--- src/cpf_pkg.sv ---
package cpf_pkg;
  // ---------------------------------------------------------------
  // Bus and data widths
  // ---------------------------------------------------------------
  localparam int ADDR_W = 8;
  localparam int DATA_W = 32;
  localparam int CNT_W = 16;

  // ---------------------------------------------------------------
  // Register byte offsets
  // ---------------------------------------------------------------
  localparam logic [ADDR_W-1:0] OFF_COMBINE = 8'h00;
  localparam logic [ADDR_W-1:0] OFF_CTRL = 8'h04;
  localparam logic [ADDR_W-1:0] OFF_CAPCFG = 8'h08;
  localparam logic [ADDR_W-1:0] OFF_CAP_N = 8'h0c;
  localparam logic [ADDR_W-1:0] OFF_CAP_N1 = 8'h10;
  localparam logic [ADDR_W-1:0] OFF_STATUS = 8'h14;

  // ---------------------------------------------------------------
  // Pair control register fields
  // ---------------------------------------------------------------
  localparam int B_ARM = 27;
  localparam int B_DEN = 26;
  localparam int B_COMP = 25;
  localparam int B_COMB = 24;
  localparam int B_RSV = 23;
  localparam int B_FLT = 22;
  localparam int B_SYNC = 21;

  // Control, capture config and status fields
  localparam int B_EXT = 0;
  localparam int B_WPD = 1;
  localparam int B_CONT = 0;
  localparam int B_ELS_N = 1;
  localparam int B_ELS_N1 = 3;
  localparam int B_DONE = 0;
  localparam int B_BUSY = 1;

  // ---------------------------------------------------------------
  // Reset values
  // ---------------------------------------------------------------
  localparam logic RST_BIT = 1'b0;
  localparam logic [1:0] RST_ELS = 2'h0;
  localparam logic [CNT_W-1:0] RST_CAP = 16'h0000;
  localparam logic [DATA_W-1:0] RD_ZERO = 32'h0000_0000;

  // Edge select encodings
  localparam logic [1:0] EDGE_NONE = 2'h0;
  localparam logic [1:0] EDGE_RISE = 2'h1;
  localparam logic [1:0] EDGE_FALL = 2'h2;
  localparam logic [1:0] EDGE_BOTH = 2'h3;

  typedef enum logic [1:0] {
    CAP_IDLE,
    CAP_WAIT_N,
    CAP_WAIT_N1
  } cpf_cap_state_t;

  // Edge hit for a given select code
  function automatic logic edge_hit(input logic [1:0] sel,
                                    input logic prev,
                                    input logic cur);
    logic rise;
    logic fall;
    rise = cur & ~prev;
    fall = prev & ~cur;
    case (sel)
      EDGE_RISE: edge_hit = rise;
      EDGE_FALL: edge_hit = fall;
      EDGE_BOTH: edge_hit = rise | fall;
      default: edge_hit = 1'b0;
    endcase
  endfunction
endpackage

--- src/cpf_pair_ctrl.sv ---
// Operation
// - Channels form pairs n, n+1; this block serves pairs 6 and 4.
// - Armed pair 6 captures the counter on its channel input events.
// - Arm works only with extended features and dual capture enabled.
// - One-shot mode clears the arm once the n+1 capture is made.
// - Dual capture enable switches both channels to capture mode only while extended features are enabled.
// - Protected bits accept writes only while protection is disabled.
// - With combine set, complement drives channel n+1 inverse of n, else equal to n.
// - Combine bit selects independent or combined pair operation.
// - Bit 23 reads zero and ignores writes.
// - Pair 4 fault control enable bit gates fault logic for the pair.
// - Pair 4 sync enable bit gates compare value synchronisation.
//
// The APB slave port and the register offsets are this design's own decisions.
`timescale 1ns/1ps
`default_nettype none
module cpf_pair_ctrl
  import cpf_pkg::*;
(
  input wire logic i_ref_clk,
  input wire logic i_arst_n,
  input wire logic i_psel,
  input wire logic i_penable,
  input wire logic i_pwrite,
  input wire logic [ADDR_W-1:0] i_paddr,
  input wire logic [DATA_W-1:0] i_pwdata,
  input wire logic [CNT_W-1:0] i_counter,
  input wire logic i_ch6_in,
  input wire logic i_ch7_in,
  input wire logic i_ch6_pwm,
  input wire logic i_ch7_pwm,
  output logic [DATA_W-1:0] o_prdata,
  output logic o_pready,
  output logic o_pslverr,
  output logic o_ch6_out,
  output logic o_ch7_out,
  output logic o_pair6_combine,
  output logic o_dual_capture_mode,
  output logic o_pair4_fault_en,
  output logic o_pair4_sync_en
);
  // ---------------------------------------------------------------
  // Storage
  // ---------------------------------------------------------------
  logic arm_ff;
  logic den_ff;
  logic comp_ff;
  logic comb_ff;
  logic flt_ff;
  logic sync_ff;
  logic ext_ff;
  logic wpd_ff;
  logic cont_ff;
  logic [1:0] els_n_ff;
  logic [1:0] els_n1_ff;
  logic done_ff;
  logic pready_ff;
  logic pslverr_ff;
  logic [DATA_W-1:0] prdata_ff;
  logic ch6_ff;
  logic ch7_ff;
  logic mode_ff;
  logic nxt_arm;
  logic nxt_done;
  logic [DATA_W-1:0] nxt_rdata;

  logic acc;
  logic wr;
  logic wr_comb;
  logic wr_ctrl;
  logic wr_cfg;
  logic wr_stat;
  logic mapped;
  logic mode_eff;
  logic cap_active;
  logic [1:0] sel_n;
  logic [1:0] sel_n1;
  logic hit_n;
  logic hit_n1;
  logic cap_done;
  logic cap_busy;
  logic [CNT_W-1:0] cap_n;
  logic [CNT_W-1:0] cap_n1;
  logic [DATA_W-1:0] comb_rd;

  // ---------------------------------------------------------------
  // APB slave: one wait state, completion at pready
  // ---------------------------------------------------------------
  assign acc = i_psel & i_penable & pready_ff;
  assign wr = acc & i_pwrite;

  assign wr_comb = wr & (i_paddr == OFF_COMBINE);
  assign wr_ctrl = wr & (i_paddr == OFF_CTRL);
  assign wr_cfg = wr & (i_paddr == OFF_CAPCFG);
  assign wr_stat = wr & (i_paddr == OFF_STATUS);

  // Pair control read image; bit 23 and unused bits stay low
  always_comb begin
    comb_rd = RD_ZERO;
    comb_rd[B_ARM] = arm_ff;
    comb_rd[B_DEN] = den_ff;
    comb_rd[B_COMP] = comp_ff;
    comb_rd[B_COMB] = comb_ff;
    comb_rd[B_FLT] = flt_ff;
    comb_rd[B_SYNC] = sync_ff;
    comb_rd[B_RSV] = 1'b0;
  end

  // Read mux and address decode; unmapped places read zero
  always_comb begin
    nxt_rdata = RD_ZERO;
    mapped = 1'b1;
    if (i_paddr == OFF_COMBINE) begin
      nxt_rdata = comb_rd;
    end else if (i_paddr == OFF_CTRL) begin
      nxt_rdata[B_EXT] = ext_ff;
      nxt_rdata[B_WPD] = wpd_ff;
    end else if (i_paddr == OFF_CAPCFG) begin
      nxt_rdata[B_CONT] = cont_ff;
      nxt_rdata[B_ELS_N +: 2] = els_n_ff;
      nxt_rdata[B_ELS_N1 +: 2] = els_n1_ff;
    end else if (i_paddr == OFF_CAP_N) begin
      nxt_rdata[CNT_W-1:0] = cap_n;
    end else if (i_paddr == OFF_CAP_N1) begin
      nxt_rdata[CNT_W-1:0] = cap_n1;
    end else if (i_paddr == OFF_STATUS) begin
      nxt_rdata[B_DONE] = done_ff;
      nxt_rdata[B_BUSY] = cap_busy;
    end else begin
      mapped = 1'b0;
    end
  end

  // Handshake and answer flops
  always_ff @(posedge i_ref_clk or negedge i_arst_n) begin
    if (!i_arst_n) begin
      pready_ff <= RST_BIT;
      pslverr_ff <= RST_BIT;
      prdata_ff <= RD_ZERO;
    end else begin
      pready_ff <= i_psel & i_penable & ~pready_ff;
      if (i_psel && i_penable && !pready_ff) begin
        pslverr_ff <= ~mapped;
        prdata_ff <= i_pwrite ? RD_ZERO : nxt_rdata;
      end else begin
        pslverr_ff <= RST_BIT;
      end
    end
  end

  // ---------------------------------------------------------------
  // Control register: feature enable and write protect disable
  // ---------------------------------------------------------------
  always_ff @(posedge i_ref_clk or negedge i_arst_n) begin
    if (!i_arst_n) begin
      ext_ff <= RST_BIT;
      wpd_ff <= RST_BIT;
    end else if (wr_ctrl) begin
      ext_ff <= i_pwdata[B_EXT];
      wpd_ff <= i_pwdata[B_WPD];
    end
  end

  // Capture configuration, meaningful only in dual capture mode
  always_ff @(posedge i_ref_clk or negedge i_arst_n) begin
    if (!i_arst_n) begin
      cont_ff <= RST_BIT;
      els_n_ff <= RST_ELS;
      els_n1_ff <= RST_ELS;
    end else if (wr_cfg) begin
      cont_ff <= i_pwdata[B_CONT];
      els_n_ff <= i_pwdata[B_ELS_N +: 2];
      els_n1_ff <= i_pwdata[B_ELS_N1 +: 2];
    end
  end

  // ---------------------------------------------------------------
  // Pair control bits
  // ---------------------------------------------------------------
  // Protected bits: a blocked write leaves them alone
  always_ff @(posedge i_ref_clk or negedge i_arst_n) begin
    if (!i_arst_n) begin
      den_ff <= RST_BIT;
      comp_ff <= RST_BIT;
      comb_ff <= RST_BIT;
      flt_ff <= RST_BIT;
    end else if (wr_comb && wpd_ff) begin
      den_ff <= i_pwdata[B_DEN];
      comp_ff <= i_pwdata[B_COMP];
      comb_ff <= i_pwdata[B_COMB];
      flt_ff <= i_pwdata[B_FLT];
    end
  end

  // Unprotected sync enable updates regardless of protection
  always_ff @(posedge i_ref_clk or negedge i_arst_n) begin
    if (!i_arst_n) begin
      sync_ff <= RST_BIT;
    end else if (wr_comb) begin
      sync_ff <= i_pwdata[B_SYNC];
    end
  end

  // Arm: a software write of one beats the one-shot clear
  always_comb begin
    nxt_arm = arm_ff;
    if (cap_done && !cont_ff) begin
      nxt_arm = 1'b0;
    end
    if (wr_comb) begin
      nxt_arm = i_pwdata[B_ARM] | (arm_ff & ~(cap_done & ~cont_ff));
      if (!i_pwdata[B_ARM]) nxt_arm = 1'b0;
    end
  end

  always_ff @(posedge i_ref_clk or negedge i_arst_n) begin
    if (!i_arst_n) begin
      arm_ff <= RST_BIT;
    end else begin
      arm_ff <= nxt_arm;
    end
  end

  // ---------------------------------------------------------------
  // Dual edge capture on pair 6
  // ---------------------------------------------------------------
  assign mode_eff = ext_ff & den_ff;
  assign cap_active = mode_eff & arm_ff;
  // Edge selects take the capture meaning only in this mode
  assign sel_n = mode_eff ? els_n_ff : EDGE_NONE;
  assign sel_n1 = mode_eff ? els_n1_ff : EDGE_NONE;

  cpf_edge_det u_edge_n (
    .i_ref_clk(i_ref_clk),
    .i_arst_n(i_arst_n),
    .i_sig(i_ch6_in),
    .i_sel(sel_n),
    .o_hit(hit_n)
  );

  // Second edge is taken from channel n+1's own input
  cpf_edge_det u_edge_n1 (
    .i_ref_clk(i_ref_clk),
    .i_arst_n(i_arst_n),
    .i_sig(i_ch7_in),
    .i_sel(sel_n1),
    .o_hit(hit_n1)
  );

  cpf_dual_capture u_cap (
    .i_ref_clk(i_ref_clk),
    .i_arst_n(i_arst_n),
    .i_active(cap_active),
    .i_hit_n(hit_n),
    .i_hit_n1(hit_n1),
    .i_counter(i_counter),
    .o_cap_n(cap_n),
    .o_cap_n1(cap_n1),
    .o_done(cap_done),
    .o_busy(cap_busy)
  );

  // Sticky pair-done flag, write one to clear, set wins
  always_comb begin
    nxt_done = done_ff;
    if (wr_stat && i_pwdata[B_DONE]) nxt_done = 1'b0;
    if (cap_done) nxt_done = 1'b1;
  end

  always_ff @(posedge i_ref_clk or negedge i_arst_n) begin
    if (!i_arst_n) begin
      done_ff <= RST_BIT;
    end else begin
      done_ff <= nxt_done;
    end
  end

  // ---------------------------------------------------------------
  // Pair outputs, registered
  // ---------------------------------------------------------------
  // Channel 7 follows channel 6 only while combined
  always_ff @(posedge i_ref_clk or negedge i_arst_n) begin
    if (!i_arst_n) begin
      ch6_ff <= RST_BIT;
      ch7_ff <= RST_BIT;
    end else begin
      ch6_ff <= i_ch6_pwm;
      if (comb_ff) begin
        ch7_ff <= comp_ff ? ~i_ch6_pwm : i_ch6_pwm;
      end else begin
        ch7_ff <= i_ch7_pwm;
      end
    end
  end

  always_ff @(posedge i_ref_clk or negedge i_arst_n) begin
    if (!i_arst_n) begin
      mode_ff <= RST_BIT;
    end else begin
      mode_ff <= mode_eff;
    end
  end

  assign o_prdata = prdata_ff;
  assign o_pready = pready_ff;
  assign o_pslverr = pslverr_ff;
  assign o_ch6_out = ch6_ff;
  assign o_ch7_out = ch7_ff;
  assign o_pair6_combine = comb_ff;
  assign o_dual_capture_mode = mode_ff;
  assign o_pair4_fault_en = flt_ff;
  assign o_pair4_sync_en = sync_ff;
endmodule
`default_nettype wire

--- src/cpf_edge_det.sv ---
`timescale 1ns/1ps
`default_nettype none
module cpf_edge_det
  import cpf_pkg::*;
(
  input wire logic i_ref_clk,
  input wire logic i_arst_n,
  input wire logic i_sig,
  input wire logic [1:0] i_sel,
  output logic o_hit
);
  logic prev_ff;

  // ---------------------------------------------------------------
  // Previous sample
  // ---------------------------------------------------------------
  always_ff @(posedge i_ref_clk or negedge i_arst_n) begin
    if (!i_arst_n) begin
      prev_ff <= RST_BIT;
    end else begin
      prev_ff <= i_sig;
    end
  end

  // Selected edge, same cycle as the new level
  assign o_hit = edge_hit(i_sel, prev_ff, i_sig);
endmodule
`default_nettype wire

--- src/cpf_dual_capture.sv ---
`timescale 1ns/1ps
`default_nettype none
module cpf_dual_capture
  import cpf_pkg::*;
(
  input wire logic i_ref_clk,
  input wire logic i_arst_n,
  input wire logic i_active,
  input wire logic i_hit_n,
  input wire logic i_hit_n1,
  input wire logic [CNT_W-1:0] i_counter,
  output logic [CNT_W-1:0] o_cap_n,
  output logic [CNT_W-1:0] o_cap_n1,
  output logic o_done,
  output logic o_busy
);
  cpf_cap_state_t state_ff;
  cpf_cap_state_t nxt_state;
  logic [CNT_W-1:0] cap_n_ff;
  logic [CNT_W-1:0] cap_n1_ff;

  // ---------------------------------------------------------------
  // Sequence: first edge on n, then edge on n+1
  // ---------------------------------------------------------------
  always_comb begin
    nxt_state = state_ff;
    case (state_ff)
      CAP_IDLE: nxt_state = i_active ? CAP_WAIT_N : CAP_IDLE;
      CAP_WAIT_N: if (i_hit_n) nxt_state = CAP_WAIT_N1;
      CAP_WAIT_N1: if (i_hit_n1) nxt_state = CAP_IDLE;
      default: nxt_state = CAP_IDLE;
    endcase
    // Dropping the arm abandons a half-done pair
    if (!i_active) nxt_state = CAP_IDLE;
  end

  always_ff @(posedge i_ref_clk or negedge i_arst_n) begin
    if (!i_arst_n) begin
      state_ff <= CAP_IDLE;
    end else begin
      state_ff <= nxt_state;
    end
  end

  // Counter snapshots
  always_ff @(posedge i_ref_clk or negedge i_arst_n) begin
    if (!i_arst_n) begin
      cap_n_ff <= RST_CAP;
      cap_n1_ff <= RST_CAP;
    end else begin
      if (i_active && state_ff == CAP_WAIT_N && i_hit_n) begin
        cap_n_ff <= i_counter;
      end
      if (o_done) begin
        cap_n1_ff <= i_counter;
      end
    end
  end

  assign o_done = i_active && state_ff == CAP_WAIT_N1 && i_hit_n1;
  assign o_busy = state_ff != CAP_IDLE;
  assign o_cap_n = cap_n_ff;
  assign o_cap_n1 = cap_n1_ff;
endmodule
`default_nettype wire

--- config.mk ---
export PLATFORM = sky130hd
export DESIGN_NAME = cpf_pair_ctrl
export DESIGN_NICKNAME = d
export VERILOG_FILES = /design/src/cpf_pkg.sv /design/src/cpf_pair_ctrl.sv /design/src/cpf_edge_det.sv /design/src/cpf_dual_capture.sv
export SDC_FILE = /design/constraint.sdc
export NUM_CORES = 1
export LEC_CHECK = 0
export BUFFER_PORTS_ARGS = -buffer_cell sky130_fd_sc_hd__buf_2
export CORE_MARGIN = 3
export CORE_UTILIZATION = 35
export DETAILED_ROUTE_END_ITERATION = 8
export GPL_ROUTABILITY_DRIVEN = 0
export PLACE_DENSITY = 0.69
export SLEW_MARGIN = 10
export SYNTH_ARGS = -nofsm -noshare
export SYNTH_HDL_FRONTEND = slang
export SYNTH_SLANG_ARGS = --single-unit
--- constraint.sdc ---
create_clock -name i_ref_clk -period 2 [get_ports i_ref_clk]
set_clock_uncertainty 0.15 [all_clocks]
set_input_delay 0 -clock i_ref_clk [delete_from_list [all_inputs] [get_ports i_ref_clk]]
set_output_delay 0 -clock i_ref_clk [all_outputs]
set_load 0.03 [all_outputs]
==> impl_metrics.csv, run 1 <==
group,metric,value,unit
run,maxCapViolCount,0,
critical_path,path_class,"flip-flop to flip-flop",
timing,hold_viol,0,
global_routing,grt_overflow,0,
pwr,power.switching,718,uW
die,core,9370,sq um
critical_path,start_kind,"flip-flop",
worst_hold_path,min_to,"o_prdata[12]",
critical_path,worst_ep_arrival_time,2120,ps
global_routing,grt_usage,15.6,%
yosys,ys_async_sr_fraction,100,%
pwr,p_per_area,699,nW/um^2
detailed_routing,viasPerCell,4.95,
timing,hold_ws,15.1,ps
pwr,power_leakage,2.35,nW
yosys,synthTopCellsByArea,"dfrtp_1 56%, mux2_2 14%, a22oi_1 3.1%",
critical_path,crit_path_end_kind,"flip-flop",
timing,timing.final.crit_share,102,%
die,num_io_pins,105,
worst_hold_path,hold_path.class,"input port to flip-flop",
pwr,swShare,21.8,%
critical_path,r2r_cells,5,
yosys,synth_most_common_cell,"dfrtp_1",
detailed_routing,wl_per_cell,15.5,microns
clock_network,h-tree-depth,3,
critical_path,slowest_stage,"dfrtp_1",
die,floorplan.initialDensity,36.5,%
die,die_area,11000,sq um
pwr,clkPwrFrac,44.3,%
yosys,synth_edf_count,0,
critical_path,r2r_slack,-40,ps
detailed_routing,wl_met3,393,microns
detailed_routing,met1_length,3.72,mm
timing,period_needed,2040,ps
critical_path,cp_cell_sequence,"ha_1 > a311oi_2 > nor3b_4 > buf_12 > mux2_2",
finish,nFillCells,859,
yosys,syn_inst,274,
pwr,comb_power_share,8.1,%
critical_path,critPathTopFamily,"flip-flops",
timing,worst_slack,-37.6,ps
timing,tns,-424,ps
yosys,synth_area,3420,sq um
die,die_h,105,microns
critical_path,r2r-start,"u_edge_n.prev_ff",
clock_network,clk_latency,350,ps
clock_network,cts.sinks,77,
detailed_routing,drt_iter0_drc,146,
global_routing,grt_max_degree,40,
critical_path,critPathMaxFanout,17,
placed_design,place.port_buffers,73,
detailed_routing,drtPass1Iterations,4,
yosys,seq_area_frac_synth,56.4,%
timing,slew_violations,0,
finish,post-route-util,50.3,%
yosys,synth.top_cell.area_share,56.4,%
global_routing,grt_pass1_wl,13.6,mm
yosys,synth_top_area_cell,"dfrtp_1",
detailed_routing,wl_met2,3.95,mm
yosys,yosys_warnings,0,
critical_path,critPathBufInv,1,
die,rows,35,
yosys,ys.flop_type,"dfrtp_1",
finish,drive_above_1_share,40.6,%
detailed_routing,wl,8.30,mm
status,violations,"negative setup slack",
yosys,yosys-top-cells-count,"77 x dfrtp_1, 42 x mux2_2, 18 x nand2_1, 14 x a22oi_1, 11 x o21ai_0",
detailed_routing,antenna_left,0,
global_routing,antenna_found_initial,1,
clock_network,cts-root-buf,"clkbuf_8",
clock_network,numCtsBuffers,9,
critical_path,r2r_end,"u_cap.o_cap_n[7]",
yosys,ys_types,48,
global_routing,grt_pass1_vias,2747,
pwr,p_int,2.58,mW
timing,timing.fmax,491,MHz
yosys,ys_ff_latch,77,
die,die_w,105,microns
timing,rsz0062_at_grt,"true",
worst_hold_path,holdCritStartpoint,"i_pwrite",
clock_network,cts.clk_slew.worst_paths,80,ps
pwr,ir_worst_vdd,0.000255,V
worst_hold_path,holdPathStages,4,
detailed_routing,vias,2654,
finish,syn2layout_area_growth,37.8,%
critical_path,slowest_delay,390,ps
critical_path,worstPathRequired,2080,ps
detailed_routing,drc,0,
finish,fin_nets,470,
pwr,p_seq_share,47.5,%
detailed_routing,highest_layer,"met4",
clock_network,cts_tree,"done",
status,status,"complete, but fails checks",
timing,setup-violations-final,16,
placed_design,dpl.hpwl,5.65,mm
clock_network,clockBufferDepth,2,
yosys,synth.avg_cell_area,12.5,sq um
-- flip-flops by register name, summed over array words and instances, names as in the netlist, 2 cells and up --
| register | count |
|---|---|
| u_cap.o_cap_n1 | 16 |
| u_cap.o_cap_n | 16 |
| els_n_ff | 2 |
| o_prdata | 22 |
| u_cap.state_ff | 2 |
| els_n1_ff | 2 |
-- layout make-up --
class	count	area (sq um)	share of cell area [%]
Tap cell	129	161	3.43
Clock inverter	5	106	2.26
Timing Repair Buffer	132	945	20.0
Multi-Input combinational cell	175	1400	29.6
Clock buffer	11	151	3.21
Sequential cell	77	1930	40.9
Antenna cell	1	2.50	0.0531
Inverter	6	22.5	0.478
-- cells in the final DEF, fill, tap and decap left out, types with 2 or more instances in the layout --
cell type       count
a22o_1              9
mux2_4              3
o21ai_0            10
nor2_1              6
a211oi_1            2
nand2_1            17
nor2b_1             4
or4_4               2
dfrtp_1            77
buf_4              17
inv_1               6
dlymetal6s4s_1      2
o22ai_1             2
buf_12              2
nor4_4              2
a32o_1              2
nor3_1              2
o2111ai_1           2
ha_1                4
dlygate4sd3_1      38
a21oi_1             5
nand4_1             2
mux2_2             41
a22oi_1            14
conb_1             10
o21ai_1            11
clkbuf_8           11
buf_2              72
bufinv_16           3
-- tightest hold or removal path, stage by stage --
cell,delay [ps]
buf_2,120
a211o_1,100
buf_4,180
o21ai_1,70
-- power groups by stage --
stage               clock, mW  combinational (mW)  sequential [mW]
CTS                      1.50               0.265             1.57
floorplan                   0              0.0900             1.61
global route             1.55               0.296             1.57
detailed placement          0               0.204             1.60
finish                   1.46               0.267             1.57
global placement            0               0.200             1.60
-- cell families (layout without fill, tap and decap cells) --
kind of cell / Yosys count / after routing / synth area share [%]
buf+inv: 31 / 154 / 5.16
other cells: 1 / 11 / 0.110
xor+xnor: 1 / 1 / 0.256
compound gates: 66 / 66 / 13.3
fa+ha+maj: 4 / 4 / 1.46
mux: 45 / 45 / 15.0
simple gates: 49 / 49 / 8.38
flops: 77 / 77 / 56.4
-- metal layers --
metal,GRT usage [%],up-vias
li1,-,1237
met1,20.3,1316
met2,24.4,86
met3,3.15,15
met4,8.53,0
met5,0,-
-- per-stage QoR --
step	worst slack [ps]	std cells	power, mW	cell area (sq um)
6_report	-37.6	536	3.29	4710
5_1_grt	-132	536	3.42	4710
4_1_cts	-74.4	533	3.33	4670
3_5_place_dp	-32.9	477	1.80	4010
3_3_place_gp	-13.9	477	1.80	4010
2_1_floorplan	-80.2	283	1.70	3470
-- repair_timing --
| item | 4_1_cts | 5_1_grt |
|---|---|---|
| hold buffers | 40 | 0 |
| hold endpoints to repair | 128 | 0 |
| buffers inserted | 0 | 2 |
| pin swaps | 0 | 3 |
| resized for setup | 2 | 7 |
| endpoints found under the setup margin | 32 | 18 |
-- worst max path at each step --
stage / from / end / slack [ps] / cells after the start
floorplan: u_edge_n.prev_ff / u_cap.o_cap_n[0] / -80 / 7
global route: u_edge_n.prev_ff / u_cap.o_cap_n[7] / -130 / 5
global placement: u_edge_n.prev_ff / u_cap.o_cap_n[12] / -10 / 7
finish: u_edge_n.prev_ff / u_cap.o_cap_n[7] / -40 / 5
CTS: u_edge_n.prev_ff / u_cap.o_cap_n[7] / -70 / 7
detailed placement: u_edge_n.prev_ff / u_cap.o_cap_n[15] / -30 / 7
No activity file was read; power rests on OpenSTA's default activity.
==> run 2, diff against run 1 <==
--- a/config.mk
+++ b/config.mk
@@ -10,7 +10,7 @@
 export CORE_UTILIZATION = 35
 export DETAILED_ROUTE_END_ITERATION = 8
 export GPL_ROUTABILITY_DRIVEN = 0
-export PLACE_DENSITY = 0.69
+export PLACE_DENSITY = 0.67
 export SLEW_MARGIN = 10
 export SYNTH_ARGS = -nofsm -noshare
 export SYNTH_HDL_FRONTEND = slang
==> constraint.sdc (replaced) <==
create_clock -name i_ref_clk -period 2.4 [get_ports i_ref_clk]
set_clock_uncertainty 0.15 [all_clocks]
set_input_delay 0 -clock i_ref_clk [delete_from_list [all_inputs] [get_ports i_ref_clk]]
set_output_delay 0 -clock i_ref_clk [all_outputs]
set_load 0.03 [all_outputs]
==> run 2 against run 1 <==
Compared with the run above:
- via count fell by 2.7%
- largest power group unchanged
- the run now ends clean
- total power decreased by 29%
- critical endpoint is now u_cap.o_cap_n[1]
- count of clock-buffer cells in the layout shrank 1
- sequential share of layout area rose by 2.8 points
- sequential power is 17% lower
- combinational power decreased by 24%
- die area did not move
- routed wire length fell by 3.4%
- sequential cell count is the same
==> impl_metrics.csv, run 2 (synthesized netlist as in run 1, its figures left out) <==
group,metric,value,unit
status,status,"finished, final reports clean",
finish,final_cell_mix,"77 x dfrtp_1, 72 x buf_2, 42 x mux2_2",
die,floorplan.initialDensity,36.5,%
timing,slew_violations,0,
finish,drive_above_1_share,38.0,%
timing,tightest_slew,945,ps
placed_design,place.port_buffers,73,
pwr,power_leakage,2.20,nW
clock_network,cts_tree,"done",
run,maxCapViolCount,0,
clock_network,h-tree-depth,3,
pwr,ir_worst_vdd,0.000216,V
finish,largest_reg_flops,22,
timing,worst_slack,209,ps
global_routing,grt_max_degree,78,
clock_network,cts.clk_slew.worst_paths,80,ps
timing,timing.fmax,456,MHz
critical_path,critPathMaxFanout,10,
finish,nFillCells,880,
critical_path,worstPathRequired,2480,ps
clock_network,clockBufferDepth,2,
global_routing,grt_pass1_vias,2676,
detailed_routing,wl,8.02,mm
timing,hold_ws,63.6,ps
critical_path,slowest_delay,390,ps
detailed_routing,antenna_left,0,
die,core,9370,sq um
critical_path,slowest_stage,"dfrtp_1",
timing,timing.final.crit_share,91.3,%
critical_path,worst_ep_arrival_time,2270,ps
global_routing,grt_overflow,0,
timing,tns,0,ps
timing,rsz0062_at_grt,"false",
finish,final_cells,518,
global_routing,grt_usage,15.5,%
die,rows,35,
critical_path,path_class,"flip-flop to flip-flop",
placed_design,pre_cts_ws,227,ps
finish,syn2layout_area_growth,29.1,%
clock_network,clk_latency,340,ps
detailed_routing,drc,0,
finish,fin_nets,453,
timing,hold_viol,0,
critical_path,start_kind,"flip-flop",
die,num_io_pins,105,
critical_path,crit_path_end_kind,"flip-flop",
critical_path,cp_cell_sequence,"inv_1 > ha_1 > o2111ai_1 > a311oi_1 > nor3b_2 > buf_4 > mux2_2",
die,die_h,105,microns
placed_design,placed_area,3880,sq um
pwr,total_power,2.34,mW
detailed_routing,wl_per_cell,15.5,microns
clock_network,cts-root-buf,"clkbuf_8",
die,die_w,105,microns
detailed_routing,drtPass1Iterations,4,
global_routing,grt_pass1_wl,13.5,mm
placed_design,dpl.hpwl,5.49,mm
global_routing,antenna_found_initial,0,
worst_hold_path,hold_path.class,"input port to flip-flop",
clock_network,numCtsBuffers,9,
clock_network,cts.sinks,77,
detailed_routing,vias,2582,
placed_design,dp_cells,466,
detailed_routing,drt_iter0_drc,91,
timing,period_needed,2190,ps
pwr,p_per_area,529,nW/um^2
finish,post-route-util,47.1,%
timing,slew_headroom,37.0,%
detailed_routing,viasPerCell,4.98,
finish,diodes,0,
finish,layout_commonest_cell,"dfrtp_1",
finish,final_cell_area,4410,sq um
timing,setup-violations-final,0,
die,die_area,11000,sq um
run 2: changes by cell type in the layout (fill, tap and decap cells not counted), sizes merged:
cell          change
clkinv            +1
dlymetal6s4s      -2
bufinv            -3
buf              -13
clkbuf            -1
clkinvlp          +3
dlygate4sd3       -2
diode             -1
run 2: critical path: cells and delay by family, from the launching register on:
kind / cells / cell delay, ps
adders and majority gates: 1 / 140
and+or+nand+nor: 1 / 320
AOI/OAI and AO/OA: 2 / 420
muxes: 1 / 360
buffers and inverters: 2 / 310
DFF: 1 / 390
run 2: layout make-up:
type                    instances  area, sq um  share of cell area [%]
well taps                     129          161                    3.66
repair buffers                115          773                    17.5
flip-flops and latches         77         1930                    43.7
clock buffers                  10          128                    2.89
multi-input cells             175         1360                    30.8
inverters                       6         22.5                   0.510
clock inverters                 6         40.0                   0.907
run 2: worst paths after layout:
check | from | to | slack (ps) | cells past startpoint
setup / recovery | u_edge_n.prev_ff | u_cap.o_cap_n[1] | 210 | 7
hold / removal | i_paddr[3] | o_pslverr | 60 | 3
setup reg to reg | u_edge_n.prev_ff | u_cap.o_cap_n[1] | 210 | 7
min in group asynchronous | i_arst_n | u_cap.o_cap_n[4] | 200 | 2
max in group asynchronous | i_arst_n | o_prdata[24] | 1290 | 2
hold reg to reg | o_prdata[9] | o_prdata[9] | 330 | 2
run 2: metal layers:
metal / vias to the layer above / wire length (microns) / global-route usage, %
met5: - / 0 / 0
met4: 0 / 200 / 7.59
met3: 16 / 424 / 3.21
met2: 86 / 3720 / 24.0
met1: 1278 / 3670 / 20.7
li1: 1202 / - / -
run 2: timing repair:
item                      in CTS  in global routing
buffers inserted               0                  0
hold endpoints to repair     128                  0
resized for setup              0                  0
hold buffers                  36                  0
run 2: where the power goes:
part           internal (mW)  leakage [nW]  switching [mW]
clock network          0.371        0.0743           0.457
registers               1.30          1.07         0.00326
logic                 0.0810          1.06           0.121
total                   1.75          2.20           0.581
==> run 3, diff against run 2 <==
--- a/config.mk
+++ b/config.mk
@@ -7,10 +7,10 @@
 export LEC_CHECK = 0
 export BUFFER_PORTS_ARGS = -buffer_cell sky130_fd_sc_hd__buf_2
 export CORE_MARGIN = 3
-export CORE_UTILIZATION = 35
+export CORE_UTILIZATION = 30
 export DETAILED_ROUTE_END_ITERATION = 8
 export GPL_ROUTABILITY_DRIVEN = 0
-export PLACE_DENSITY = 0.67
+export PLACE_DENSITY = 0.6
 export SLEW_MARGIN = 10
 export SYNTH_ARGS = -nofsm -noshare
 export SYNTH_HDL_FRONTEND = slang
==> run 3 against run 2 <==
Compared with the run above:
- first-iteration DRC count increased by 79%
- critical path depth unchanged
- via count fell by 3.3%
- register-to-register slack improved by 30 ps
- die area rose by 16%
- non-clock buffer count is 3 lower
==> impl_metrics.csv, run 3 (synthesized netlist as in run 1, its figures left out) <==
group,metric,value,unit
status,status,"finished, final reports clean",
critical_path,critPathMaxFanout,17,
clock_network,cts.clk_slew.worst_paths,60,ps
timing,timing.final.crit_share,89.9,%
finish,drive_above_1_share,38.3,%
timing,timing.fmax,464,MHz
placed_design,dp_cells,476,
detailed_routing,wl,8.19,mm
clock_network,clockBufferDepth,2,
worst_hold_path,hold_path.class,"input port to flip-flop",
run,maxCapViolCount,0,
critical_path,worstPathRequired,2460,ps
finish,final_cell_mix,"77 x dfrtp_1, 72 x buf_2, 42 x mux2_2",
timing,period_needed,2160,ps
finish,layout_commonest_cell,"dfrtp_1",
critical_path,r2r-start,"u_edge_n.prev_ff",
critical_path,r2r_end,"u_cap.o_cap_n[10]",
die,die_w,113,microns
global_routing,grt_max_degree,78,
worst_hold_path,holdCritStartpoint,"i_paddr[0]",
global_routing,grt_usage,13.2,%
pwr,p_per_area,652,nW/um^2
die,die_area,12700,sq um
clock_network,hold_buffers,34,
critical_path,r2r_slack,240,ps
timing,setup-violations-final,0,
finish,final_cells,526,
finish,diodes,0,
finish,largest_reg_flops,22,
critical_path,r2r_cells,7,
critical_path,slowest_delay,380,ps
worst_hold_path,min_to,"o_pslverr",
critical_path,cp_cell_sequence,"inv_1 > ha_1 > o2111ai_1 > a311oi_1 > nor3b_2 > buf_12 > mux2_2",
global_routing,antenna_found_initial,0,
critical_path,path_class,"flip-flop to flip-flop",
clock_network,numCtsBuffers,9,
clock_network,clk_latency,320,ps
global_routing,grt_pass1_vias,2600,
timing,slew_headroom,36.0,%
clock_network,h-tree-depth,3,
finish,post-route-util,41.6,%
global_routing,grt_overflow,0,
detailed_routing,viasPerCell,4.75,
die,floorplan.initialDensity,31.1,%
die,num_io_pins,105,
pwr,ir_worst_vdd,0.000277,V
detailed_routing,drt_iter0_drc,163,
timing,worst_slack,243,ps
clock_network,cts.sinks,77,
pwr,power_leakage,2.27,nW
detailed_routing,wl_per_cell,15.6,microns
finish,syn2layout_area_growth,33.8,%
global_routing,grt_pass1_wl,13.3,mm
die,core,11000,sq um
timing,hold_viol,0,
detailed_routing,antenna_left,0,
clock_network,cts_tree,"done",
clock_network,cts_repair_resize_count,0,
clock_network,cts-root-buf,"clkbuf_16",
placed_design,pre_cts_ws,277,ps
timing,tightest_slew,960,ps
critical_path,slowest_stage,"dfrtp_1",
finish,fin_nets,450,
die,rows,38,
detailed_routing,vias,2498,
clock_network,post-cts-setup-buffer-count,0,
die,die_h,113,microns
critical_path,start_kind,"flip-flop",
timing,tns,0,ps
placed_design,dpl.hpwl,5.63,mm
timing,hold_ws,9.50,ps
placed_design,place.port_buffers,73,
timing,rsz0062_at_grt,"false",
worst_hold_path,holdPathStages,4,
critical_path,crit_path_end_kind,"flip-flop",
timing,slew_violations,0,
detailed_routing,drtPass1Iterations,4,
detailed_routing,drc,0,
critical_path,worst_ep_arrival_time,2220,ps
[run 3: cell count changes in the layout (fill, tap and decap cells not counted), sizes merged]
cell and change:
bufinv +2, clkinvlp -3, clkbuf -1, dlygate4sd3 -2, buf -1, clkinv -1
inv +3
[run 3: critical path: cells and delay by family, from the launching register on]
kind	cells	cell delay, ps
compound gates	2	440
simple gates	1	300
fa+ha+maj	1	140
flops	1	380
mux	1	350
buf+inv	2	270
[run 3: metrics by stage]
stage	area [sq um]	total power, mW
final	4570	2.98
after global routing	4570	3.10
after CTS	4570	3.02
after detailed placement	3900	1.49
after global placement	3900	1.49
after floorplan	3450	1.41
[run 3: metal layers]
metal  wire, microns  GRT usage [%]  up-vias
met4              79           4.57        0
li1                -              -     1199
met1            3800           17.5     1226
met3             480           3.05        4
met5               0              0        -
met2            3830           21.5       69
[run 3: layout make-up]
class / instances / area [sq um]
fillers: 1037 / 6410
multi-input cells: 175 / 1360
flip-flops and latches: 77 / 1930
repair buffers: 112 / 758
inverters: 6 / 22.5
well taps: 140 / 175
clock inverters: 7 / 105
clock buffers: 9 / 225
[run 3: how the worst max path moves through the flow]
stage                                 from                end  cells after the start
final                     u_edge_n.prev_ff  u_cap.o_cap_n[10]                      7
after global routing      u_edge_n.prev_ff  u_cap.o_cap_n[12]                      7
after CTS                 u_edge_n.prev_ff  u_cap.o_cap_n[13]                      7
after detailed placement  u_edge_n.prev_ff  u_cap.o_cap_n[10]                      7
after global placement    u_edge_n.prev_ff  u_cap.o_cap_n[11]                      7
after floorplan           u_edge_n.prev_ff   u_cap.o_cap_n[0]                      5
[run 3: where the power goes]
part	switching, mW	total (mW)	internal, mW
logic	0.120	0.199	0.0796
registers	0.00310	1.31	1.30
clock network	0.550	1.48	0.927
